## src/shared/cev_regs.vh

```
`ifndef CEV_REGS_VH
`define CEV_REGS_VH
// register offsets (byte addresses)
`define CEV_OFF_STATUS 8'h00
`define CEV_OFF_PC 8'h04
`define CEV_OFF_SSP 8'h08
`define CEV_OFF_VECTOR_BASE_ADDRESS 8'h0C
`define CEV_OFF_CMD 8'h10
`define CEV_OFF_STATE 8'h14
`define CEV_OFF_DRET_PC 8'h18
`define CEV_OFF_DRET_SR 8'h1C
`define CEV_OFF_STK_ADDR 8'h20
`define CEV_OFF_STK_DATA 8'h24
// status register field positions
`define CEV_SR_I0M 0
`define CEV_SR_I1M 1
`define CEV_SR_I2M 2
`define CEV_SR_I3M 3
`define CEV_SR_EM 4
`define CEV_SR_GM 5
`define CEV_SR_DM 6
`define CEV_SR_D 7
`define CEV_SR_MODE_LSB 8
`define CEV_SR_MODE_MSB 10
// reset values
`define CEV_SR_RESET 32'h0000_0020
`define CEV_SSP_RESET 32'h0000_0400
`define CEV_VECTOR_BASE_ADDRESS_RESET 32'h0000_0000
`define CEV_PC_RESET 32'h8000_0000
// handler offsets
`define CEV_VEC_UNREC 32'h0000_0000
`define CEV_VEC_MHIT 32'h0000_0004
`define CEV_VEC_BUSD 32'h0000_0008
`define CEV_VEC_BUSI 32'h0000_000C
`define CEV_VEC_NMI 32'h0000_0010
`define CEV_VEC_IADDR 32'h0000_0014
`define CEV_VEC_SCALL 32'h0000_0100
`define CEV_VEC_DEBUG 32'h0000_001C
// mode encodings
`define CEV_MODE_APP 3'h0
`define CEV_MODE_SUP 3'h1
`define CEV_MODE_IRQ_LEVEL_ZERO 3'h2
`define CEV_MODE_EXC 3'h6
`define CEV_MODE_NMI 3'h7
// command codes
`define CEV_CMD_RETE 4'h1
`define CEV_CMD_SCALL 4'h2
`define CEV_CMD_RETS 4'h3
`define CEV_CMD_RETD 4'h4
`define CEV_CMD_DMB 4'h5
`define CEV_CMD_IADDR 4'h6
`endif

```

## src/cev_event_unit.v

```verilog
// The implementer's own choices: the AHB-Lite register port and the register addresses.
`timescale 1ns/1ps
`default_nettype none
`include "cev_regs.vh"
// Summary of operation
// RULE1: non-call, non-debug events are accepted as one uninterruptible sequence.
// RULE2: masked event levels are never accepted.
// RULE3: NMI, unrecoverable, multiple hit and bus errors ignore every mask.
// RULE4: acceptance sets mask bits of equal and lower priority sources.
// RULE5: sources hold requests until cleared; unlatched here.
// RULE6: acceptance pushes status and program counter to the system stack.
// RULE7: interrupt levels also push R8-R12 and the link register.
// RULE8: accepted exceptions set both exception and global masks.
// RULE9: each exception has its own handler address.
// RULE10: after stacking set mode, bank, then load handler address.
// RULE11: event return pops status and program counter.
// RULE12: returning from interrupt levels also pops R8-R12 and link register.
// RULE13: priority only orders simultaneous events; unmasked pending events still taken.
// RULE14: supervisor call and its return use the system stack.
// RULE15: debug request enters debug mode unless debug mask set.
// RULE16: debug entry sets debug flag and jumps to debug handler.
// RULE17: debug mode saves context in dedicated return registers.
// RULE18: debug return leaves debug mode and restores prior context.
// RULE19: stacking always uses the system stack pointer.
// RULE20: a request still high after event return is taken again.
// RULE21: sources drop requests a few cycles after the clearing access.
// RULE22: memory barrier stalls until the request is deasserted.
// RULE23: interrupt handler is vector base ORed with 14-bit autovector offset.
// RULE24: priority: NMI, level three, two, one, zero lowest.
module cev_event_unit #(
    parameter STACK_WORDS = 64
) (
    // clock and reset
    input wire clk,
    input wire resetn,
    // ahb-lite slave
    input wire hsel,
    input wire [31:0] haddr,
    input wire [1:0] htrans,
    input wire hwrite,
    input wire [2:0] hsize,
    input wire [31:0] hwdata,
    input wire hready,
    output wire hreadyout,
    output wire hresp,
    output reg [31:0] hrdata,
    // event sources
    input wire irq_level_zero,
    input wire irq_level_one,
    input wire irq_level_two,
    input wire irq_level_three,
    input wire irq_nmi,
    input wire [13:0] autovector_offset,
    input wire exc_unrecoverable,
    input wire exc_multi_hit,
    input wire exc_bus_data,
    input wire exc_bus_instr,
    input wire debug_request,
    // register file side (R8-R12, link register) for stacking
    input wire [31:0] gpr_rd_data,
    output reg [2:0] gpr_sel,
    output reg gpr_wr,
    output reg [31:0] gpr_wr_data,
    // core status
    output wire [2:0] bank_sel,
    output reg event_ack,
    output wire busy,
    output wire barrier_stall
);

    localparam ST_IDLE = 3'd0;
    localparam ST_PUSH = 3'd1;
    localparam ST_JUMP = 3'd2;
    localparam ST_POP = 3'd3;
    localparam ST_DONE = 3'd4;
    localparam ST_BAR = 3'd5;
    // stack index width follows the stack depth so addresses wrap inside it
    localparam AW = $clog2(STACK_WORDS);

    reg rst_s1_reg, rst_s2_reg;
    wire rst_n = rst_s2_reg;
    always @(posedge clk or negedge resetn) begin
        if (!resetn) begin
            rst_s1_reg <= 1'b0;
            rst_s2_reg <= 1'b0;
        end else begin
            rst_s1_reg <= 1'b1;
            rst_s2_reg <= rst_s1_reg;
        end
    end

    reg [31:0] stack_mem [0:STACK_WORDS-1];
    reg [31:0] sr_reg, pc_reg, ssp_reg, vector_base_address_reg, dret_pc_reg, dret_sr_reg;
    reg [31:0] stk_addr_reg;
    reg [2:0] state_reg;
    reg [3:0] step_reg;
    reg ints_reg;
    reg [3:0] cmd_reg;
    reg [31:0] vec_reg, sr_new_reg;
    reg [2:0] mode_new_reg;
    reg d_act_reg, d_wr_reg;
    reg [7:0] d_addr_reg;

    wire [2:0] cur_mode = sr_reg[`CEV_SR_MODE_MSB:`CEV_SR_MODE_LSB];
    wire gm = sr_reg[`CEV_SR_GM];
    wire em = sr_reg[`CEV_SR_EM];
    wire dbg = sr_reg[`CEV_SR_D];
    wire crit = exc_unrecoverable | exc_multi_hit | exc_bus_data | exc_bus_instr; // RULE3
    wire ok3 = irq_level_three & ~gm & ~sr_reg[`CEV_SR_I3M]; // RULE2
    wire ok2 = irq_level_two & ~gm & ~sr_reg[`CEV_SR_I2M]; // RULE2
    wire ok1 = irq_level_one & ~gm & ~sr_reg[`CEV_SR_I1M]; // RULE2
    wire ok0 = irq_level_zero & ~gm & ~sr_reg[`CEV_SR_I0M]; // RULE2
    wire dbg_ok = debug_request & ~sr_reg[`CEV_SR_DM] & ~dbg; // RULE15
    wire irq_any = irq_level_zero | irq_level_one | irq_level_two | irq_level_three;
    wire take = ~dbg & (crit | irq_nmi | ok3 | ok2 | ok1 | ok0); // RULE13

    assign bank_sel = cur_mode; // RULE10
    assign busy = (state_reg != ST_IDLE);
    assign barrier_stall = (state_reg == ST_BAR);
    assign hreadyout = 1'b1;
    assign hresp = 1'b0;

    // handler, new status and mode for the winning event
    reg [31:0] sel_vec, sel_sr;
    reg [2:0] sel_mode;
    reg sel_ints;
    always @* begin
        sel_vec = vector_base_address_reg | `CEV_VEC_NMI;
        sel_sr = sr_reg;
        sel_mode = `CEV_MODE_NMI;
        sel_ints = 1'b0;
        // sources above an interrupt also mask every interrupt level
        if (crit) begin
            sel_mode = `CEV_MODE_EXC;
            sel_sr = sr_reg | 32'h0000_003F; // RULE4 RULE8
            if (exc_unrecoverable)
                sel_vec = vector_base_address_reg | `CEV_VEC_UNREC; // RULE9
            else if (exc_multi_hit)
                sel_vec = vector_base_address_reg | `CEV_VEC_MHIT; // RULE9
            else if (exc_bus_data)
                sel_vec = vector_base_address_reg | `CEV_VEC_BUSD; // RULE9
            else
                sel_vec = vector_base_address_reg | `CEV_VEC_BUSI; // RULE9
        end else if (irq_nmi) begin // RULE24
            sel_sr = sr_reg | 32'h0000_003F; // RULE4
        end else begin
            sel_ints = 1'b1; // RULE7
            sel_vec = vector_base_address_reg | {18'h00000, autovector_offset}; // RULE23
            if (ok3) begin
                sel_mode = `CEV_MODE_IRQ_LEVEL_ZERO + 3'h3;
                sel_sr = sr_reg | 32'h0000_000F; // RULE4
            end else if (ok2) begin
                sel_mode = `CEV_MODE_IRQ_LEVEL_ZERO + 3'h2;
                sel_sr = sr_reg | 32'h0000_0007; // RULE4
            end else if (ok1) begin
                sel_mode = `CEV_MODE_IRQ_LEVEL_ZERO + 3'h1;
                sel_sr = sr_reg | 32'h0000_0003; // RULE4
            end else begin
                sel_mode = `CEV_MODE_IRQ_LEVEL_ZERO;
                sel_sr = sr_reg | 32'h0000_0001; // RULE4
            end
        end
    end

    wire ret_ints = (cur_mode >= `CEV_MODE_IRQ_LEVEL_ZERO) && (cur_mode <= `CEV_MODE_IRQ_LEVEL_ZERO + 3'h3);
    wire [2:0] nsteps = ints_reg ? 3'd7 : 3'd1;
    wire [31:0] ssp_dec = ssp_reg - 32'h0000_0004;
    wire [AW-1:0] widx = ssp_dec[AW+1:2];
    wire [AW-1:0] ridx = ssp_reg[AW+1:2];

    // push order: pc, sr, then R8 up to R12 and the link register
    // pops come back in reverse, so a restore names its target from the top down
    always @* begin
        gpr_sel = 3'd0;
        if (state_reg == ST_PUSH && step_reg >= 4'd2)
            gpr_sel = step_reg[2:0] - 3'd2;
        else if (gpr_wr)
            gpr_sel = 3'd6 - step_reg[2:0]; // RULE12
    end

    always @(posedge clk or negedge rst_n) begin
        if (!rst_n) begin
            sr_reg <= `CEV_SR_RESET;
            pc_reg <= `CEV_PC_RESET;
            ssp_reg <= `CEV_SSP_RESET;
            vector_base_address_reg <= `CEV_VECTOR_BASE_ADDRESS_RESET;
            dret_pc_reg <= 32'h0000_0000;
            dret_sr_reg <= 32'h0000_0000;
            stk_addr_reg <= 32'h0000_0000;
            state_reg <= ST_IDLE;
            step_reg <= 4'h0;
            ints_reg <= 1'b0;
            cmd_reg <= 4'h0;
            vec_reg <= 32'h0000_0000;
            sr_new_reg <= 32'h0000_0000;
            mode_new_reg <= 3'h0;
            d_act_reg <= 1'b0;
            d_wr_reg <= 1'b0;
            d_addr_reg <= 8'h00;
            hrdata <= 32'h0000_0000;
            gpr_wr <= 1'b0;
            gpr_wr_data <= 32'h0000_0000;
            event_ack <= 1'b0;
        end else begin
            event_ack <= 1'b0;
            gpr_wr <= 1'b0;
            cmd_reg <= 4'h0;
            d_act_reg <= hsel & hready & htrans[1];
            d_wr_reg <= hwrite;
            d_addr_reg <= haddr[7:0];
            if (hsel & hready & htrans[1] & ~hwrite) begin
                case (haddr[7:0])
                    `CEV_OFF_STATUS: hrdata <= sr_reg;
                    `CEV_OFF_PC: hrdata <= pc_reg;
                    `CEV_OFF_SSP: hrdata <= ssp_reg;
                    `CEV_OFF_VECTOR_BASE_ADDRESS: hrdata <= vector_base_address_reg;
                    `CEV_OFF_STATE: hrdata <= {26'h0, irq_any, busy, 1'b0, state_reg};
                    `CEV_OFF_DRET_PC: hrdata <= dret_pc_reg;
                    `CEV_OFF_DRET_SR: hrdata <= dret_sr_reg;
                    `CEV_OFF_STK_ADDR: hrdata <= stk_addr_reg;
                    `CEV_OFF_STK_DATA: hrdata <= stack_mem[stk_addr_reg[AW+1:2]];
                    default: hrdata <= 32'h0000_0000;
                endcase
            end
            // status, PC and SSP writes are dropped, not deferred, while the sequencer is out of idle
            if (d_act_reg & d_wr_reg) begin
                case (d_addr_reg)
                    `CEV_OFF_STATUS: if (state_reg == ST_IDLE) sr_reg <= hwdata;
                    `CEV_OFF_PC: if (state_reg == ST_IDLE) pc_reg <= hwdata;
                    `CEV_OFF_SSP: if (state_reg == ST_IDLE) ssp_reg <= hwdata;
                    `CEV_OFF_VECTOR_BASE_ADDRESS: vector_base_address_reg <= hwdata;
                    `CEV_OFF_CMD: cmd_reg <= hwdata[3:0];
                    `CEV_OFF_STK_ADDR: stk_addr_reg <= hwdata;
                    default: ;
                endcase
            end
            case (state_reg)
                ST_IDLE: begin
                    if (dbg_ok) begin
                        dret_pc_reg <= pc_reg; // RULE17
                        dret_sr_reg <= sr_reg; // RULE17
                        sr_reg[`CEV_SR_D] <= 1'b1; // RULE16
                        sr_reg[`CEV_SR_MODE_MSB:`CEV_SR_MODE_LSB] <= `CEV_MODE_EXC; // RULE17
                        pc_reg <= vector_base_address_reg | `CEV_VEC_DEBUG; // RULE16
                        event_ack <= 1'b1;
                    end else if (take) begin // RULE1
                        vec_reg <= sel_vec;
                        sr_new_reg <= sel_sr;
                        mode_new_reg <= sel_mode;
                        ints_reg <= sel_ints;
                        step_reg <= 4'h0;
                        state_reg <= ST_PUSH;
                        event_ack <= 1'b1;
                    end else if (cmd_reg == `CEV_CMD_SCALL || cmd_reg == `CEV_CMD_IADDR) begin
                        vec_reg <= vector_base_address_reg | ((cmd_reg == `CEV_CMD_SCALL) ?
                            `CEV_VEC_SCALL : `CEV_VEC_IADDR); // RULE9 RULE14
                        sr_new_reg <= (cmd_reg == `CEV_CMD_SCALL) ? sr_reg :
                            (sr_reg | 32'h0000_0030); // RULE8
                        mode_new_reg <= (cmd_reg == `CEV_CMD_SCALL) ?
                            `CEV_MODE_SUP : `CEV_MODE_EXC;
                        ints_reg <= 1'b0;
                        step_reg <= 4'h0;
                        state_reg <= ST_PUSH;
                    end else if (cmd_reg == `CEV_CMD_RETE || cmd_reg == `CEV_CMD_RETS) begin
                        ints_reg <= (cmd_reg == `CEV_CMD_RETE) & ret_ints; // RULE12
                        step_reg <= 4'h0;
                        state_reg <= ST_POP;
                    end else if (cmd_reg == `CEV_CMD_RETD && dbg) begin
                        pc_reg <= dret_pc_reg; // RULE18
                        sr_reg <= dret_sr_reg; // RULE18
                    end else if (cmd_reg == `CEV_CMD_DMB && irq_any) begin
                        state_reg <= ST_BAR; // RULE22
                    end
                end
                ST_PUSH: begin
                    // one word per cycle onto the system stack
                    ssp_reg <= ssp_dec; // RULE19
                    if (step_reg == 4'h0)
                        stack_mem[widx] <= pc_reg; // RULE6
                    else if (step_reg == 4'h1)
                        stack_mem[widx] <= sr_reg; // RULE6
                    else
                        stack_mem[widx] <= gpr_rd_data; // RULE7
                    step_reg <= step_reg + 4'h1;
                    if (step_reg[2:0] == nsteps)
                        state_reg <= ST_JUMP;
                end
                ST_JUMP: begin
                    sr_reg <= sr_new_reg;
                    sr_reg[`CEV_SR_MODE_MSB:`CEV_SR_MODE_LSB] <= mode_new_reg; // RULE10
                    pc_reg <= vec_reg; // RULE10
                    state_reg <= ST_IDLE;
                end
                ST_POP: begin
                    // reverse of push: link register, R12..R8, then sr, pc
                    ssp_reg <= ssp_reg + 32'h0000_0004; // RULE19
                    if (ints_reg && step_reg < 4'h6) begin
                        gpr_wr <= 1'b1; // RULE12
                        gpr_wr_data <= stack_mem[ridx];
                    end else if (step_reg == (ints_reg ? 4'h6 : 4'h0)) begin
                        sr_reg <= stack_mem[ridx]; // RULE11
                    end else begin
                        pc_reg <= stack_mem[ridx]; // RULE11
                        state_reg <= ST_DONE;
                    end
                    step_reg <= step_reg + 4'h1;
                end
                ST_DONE: begin
                    // a request still high is arbitrated again from idle
                    state_reg <= ST_IDLE; // RULE20
                end
                ST_BAR: begin
                    if (!irq_any)
                        state_reg <= ST_IDLE; // RULE22
                end
                default: state_reg <= ST_IDLE;
            endcase
        end
    end

endmodule
`default_nettype wire

```

## config.mk

```make
export PLATFORM = sky130hd
export DESIGN_NAME = cev_event_unit
export DESIGN_NICKNAME = d
export VERILOG_FILES = /design/src/cev_event_unit.v
export VERILOG_INCLUDE_DIRS = /design/src /design/src/shared
export SDC_FILE = /design/constraint.sdc
export NUM_CORES = 2
export LEC_CHECK = 0
export BUFFER_PORTS_ARGS = -buffer_cell sky130_fd_sc_hd__buf_2
export CELL_PAD_IN_SITES_DETAIL_PLACEMENT = 0
export CELL_PAD_IN_SITES_GLOBAL_PLACEMENT = 1
export CORE_ASPECT_RATIO = 1.1
export CORE_MARGIN = 3
export CORE_UTILIZATION = 30
export DETAILED_ROUTE_END_ITERATION = 8
export PLACE_DENSITY = 0.51
export SETUP_SLACK_MARGIN = 0.15
export SYNTH_ARGS = -nofsm -noshare
export SYNTH_HDL_FRONTEND = slang
export SYNTH_SLANG_ARGS = --single-unit
```

## constraint.sdc

```tcl
create_clock -name clk -period 10.9 [get_ports clk]
set_input_delay 1.09 -clock clk [delete_from_list [all_inputs] [get_ports clk]]
set_output_delay 1.09 -clock clk [all_outputs]
set_load 0.02 [all_outputs]
```

==> key figures <==
Setup path
  – Worst EP required: 11.64 ns
  – Crit path capture type: flop
  – CP Launch Type: flop
  – WP data arrival: 6.41 ns
  – Crit path max fanout: 42
  – Setup CP Type: flop to flop

Yosys
  – Top_reg_cell synth: edfxtp_1
  – Biggest area consumer among synthesized cells: edfxtp_1
  – Post-synth EDFFs: 2048
  – Netlist Area Pre-Place: 116000 um^2
  – Post-Synthesis Cells: 6681
  – Number of synthesized register bits: 2426
  – Synthesized area per cell: 17.4 um^2
  – Sequential cell area fraction in the yosys report: 0.611
  – Synth cell types: 87
  – Async S/R FF share, synth: 0.156
  – Top cells by area, synth: edfxtp_1 53%, mux4_2 22%, dfrtp_1 8.1%
  – Yosys warnings: 0
  – Share of the synthesized area in the top cell type: 0.529

Outcome
  – Outcome: finished, final reports clean

Power and ir drop
  – Switching Share: 0.360
  – Static Leak: 44.0 nW
  – Clock power share: 0.280
  – P_sw: 12.4 mW
  – Flop pwr share: 0.379
  – Comb power frac: 0.341
  – Int Power: 22.0 mW
  – Pwr Total: 34.4 mW
  – PD cells: 257 nW/um^2
  – VDD IR-drop max: 0.217 mV

GRT
  – Global-route wire length before repair: 646000 um
  – Largest net degree at the start of global routing: 127
  – Vias in the first global route: 74100
  – Initial antenna violation count: 25
  – Total GRT Usage: 0.237
  – Gr ovfl total: 0

Routing
  – Drt first pass iters: 9
  – Via/cell ratio: 5.99
  – DRC viols: 0
  – Antenna Nets Post-Route: 0
  – 1st-iter DRT viols: 8999
  – Via count: 73000
  – Routed length per instance: 39.0 um
  – Final WL: 476000 um

Timing
  – Final setup fails: 0
  – Final period util: 0.520
  – Fmax achieved: 176 MHz
  – Clock skew: 0.0467 ns
  – Rel. slew slack: 0.0719
  – Min Tclk post-route: 5.67 ns
  – Hold Slack: 0.249 ns
  – Fin. max-slew vios: 0
  – Setup ws final: 5.23 ns
  – Least-Margin Pin Slew: 1.38 ns
  – Fin Setup TNS: 0 ns
  – Hold Vio Cnt, Final: 0
  – Unrepaired setup endpoints after global routing: no

CTS
  – Clk_lat worst skew: 0.88 ns
  – Root Driver: clkbuf_16
  – Cts bufs inserted: 283
  – Clock Path Buffers: 4
  – Clock-pin slew on the worst setup and hold paths: 0.06 ns
  – Clock H-tree levels: 5
  – Post-CTS Setup Inserts: 0
  – TritonCTS clock tree: built
  – Total clock sinks: 2426

Place
  – Worst slack at placement: 5.26 ns
  – Dpl hpwl: 289000 um
  – Placer Congestion: 0.873
  – Port Buffers: 175
  – Post-DP Area: 124000 um^2

Floorplanning
  – Core ar.: 385000 um^2
  – Height of the die: 659 um
  – Rows: 239
  – IO Count: 206
  – Starting Density: 0.301
  – Chip width: 599 um
  – Die ar.: 395000 um^2

Flow run
  – Max Cap Viol: 0

Layout
  – Area delta synth->final: 15.1%
  – Layout cell share with drive strength beyond 1: 0.338
  – Fillers: 36300
  – Multi-input logic area: 43700 um^2
  – Top reg by flops: stack_mem
  – Max reg flops: 2048
  – Nets@finish: 7032
  – Cell area after layout: 134000 um^2
  – FF/Latch Area: 71000 um^2

Min path
  – Worst Hold Class: flop to asynchronous set/reset pin
==> worst paths after layout <==
check	from	endpoint	slack (ns)	cells past startpoint
max	ssp_reg[2]	gpr_wr_data[22]	5.23	8
min	rst_n	sr_new_reg[7]	0.25	0
max reg2reg	ssp_reg[2]	gpr_wr_data[22]	5.23	8
min reg2reg	rst_n	sr_new_reg[7]	0.25	0
max in group asynchronous	rst_n	ssp_reg[17]	7.96	3
min in group clk	rst_s1_reg	rst_n	0.35	0
==> metal layers <==
metal	global-route usage	wire length (um)	vias to the layer above
met5	0	41	-
met4	0.0931	21700	6
met3	0.0429	36400	834
met2	0.379	223000	3773
met1	0.318	194000	39900
li1	-	-	28500
==> synth_stat cells (all sizes together) (34+ instances only) <==
library cell / count
o21ai: 195
o221ai: 34
clkbuf: 297
nor3: 36
o211ai: 40
edfxtp: 2048
a222oi: 37
o22ai: 42
mux2i: 315
dfrtp: 375
a21oi: 185
nand2: 326
nand3: 134
nor2: 304
mux4: 1126
a22oi: 153
buf: 250
mux2: 211
==> worst max-delay path, cell delays in order (launching register included) <==
cell     delay [ns]
dfrtp_4        1.07
buf_4          0.62
buf_4          0.48
buf_4          0.51
mux4_2         0.58
mux4_2         0.49
mux2i_1        1.00
o22ai_1        0.40
a21o_1         0.25
==> per-stage QoR <==
step | utilization | cells
3_3_place_gp | 0.323 | 11700
2_1_floorplan | - | 6682
6_report | 0.347 | 12200
4_1_cts | 0.347 | 12200
3_5_place_dp | 0.323 | 11700
5_1_grt | 0.347 | 12200
==> final cells by class <==
cell class | instances | area share
flip-flops and latches | 2426 | 0.531
well taps | 5061 | 0.0474
repair buffers | 475 | 0.0247
inverters | 34 | 0.000992
clock inverters | 139 | 0.0104
multi-input cells | 3675 | 0.327
clock buffers | 362 | 0.0580
diodes | 13 | 0.000243
==> what timing repair did <==
item,4_1_cts,5_1_grt
endpoints found under the setup margin,0,0
hold endpoints to repair,2,0
hold buffers,1,0
resized for setup,0,0
==> power groups by stage <==
stage | sequential [mW] | clock, mW | combinational, mW
floorplan | 12.9 | 0 | 6.85
global placement | 13.2 | 0 | 11.6
detailed placement | 13.2 | 0 | 11.7
CTS | 13.0 | 9.80 | 11.7
global route | 13.1 | 10.2 | 12.3
finish | 13.0 | 9.62 | 11.7
==> logic make-up after synthesis <==
| logic type | share of synthesized area |
|---|---|
| flip-flops | 0.611 |
| multiplexers | 0.266 |
| AO/OA/AOI/OAI | 0.0598 |
| AND/OR/NAND/NOR | 0.0391 |
| buffers and inverters | 0.0225 |
| XOR/XNOR | 0.00106 |
| adder cells (fa/ha/maj) | 0.000754 |
| other | 0.0000647 |
==> placed cells by master, fill, tap and decap left out, types with 131 or more instances in the layout <==
master,count
edfxtp_1,2048
mux4_2,1126
dfrtp_1,361
nand2_1,325
mux2i_1,306
clkbuf_16,295
buf_4,285
nor2_1,222
mux2_2,209
o21ai_0,178
buf_2,175
a21oi_1,153
a22oi_1,153
nand3_1,131
No activity file was read; power rests on OpenSTA's default activity.
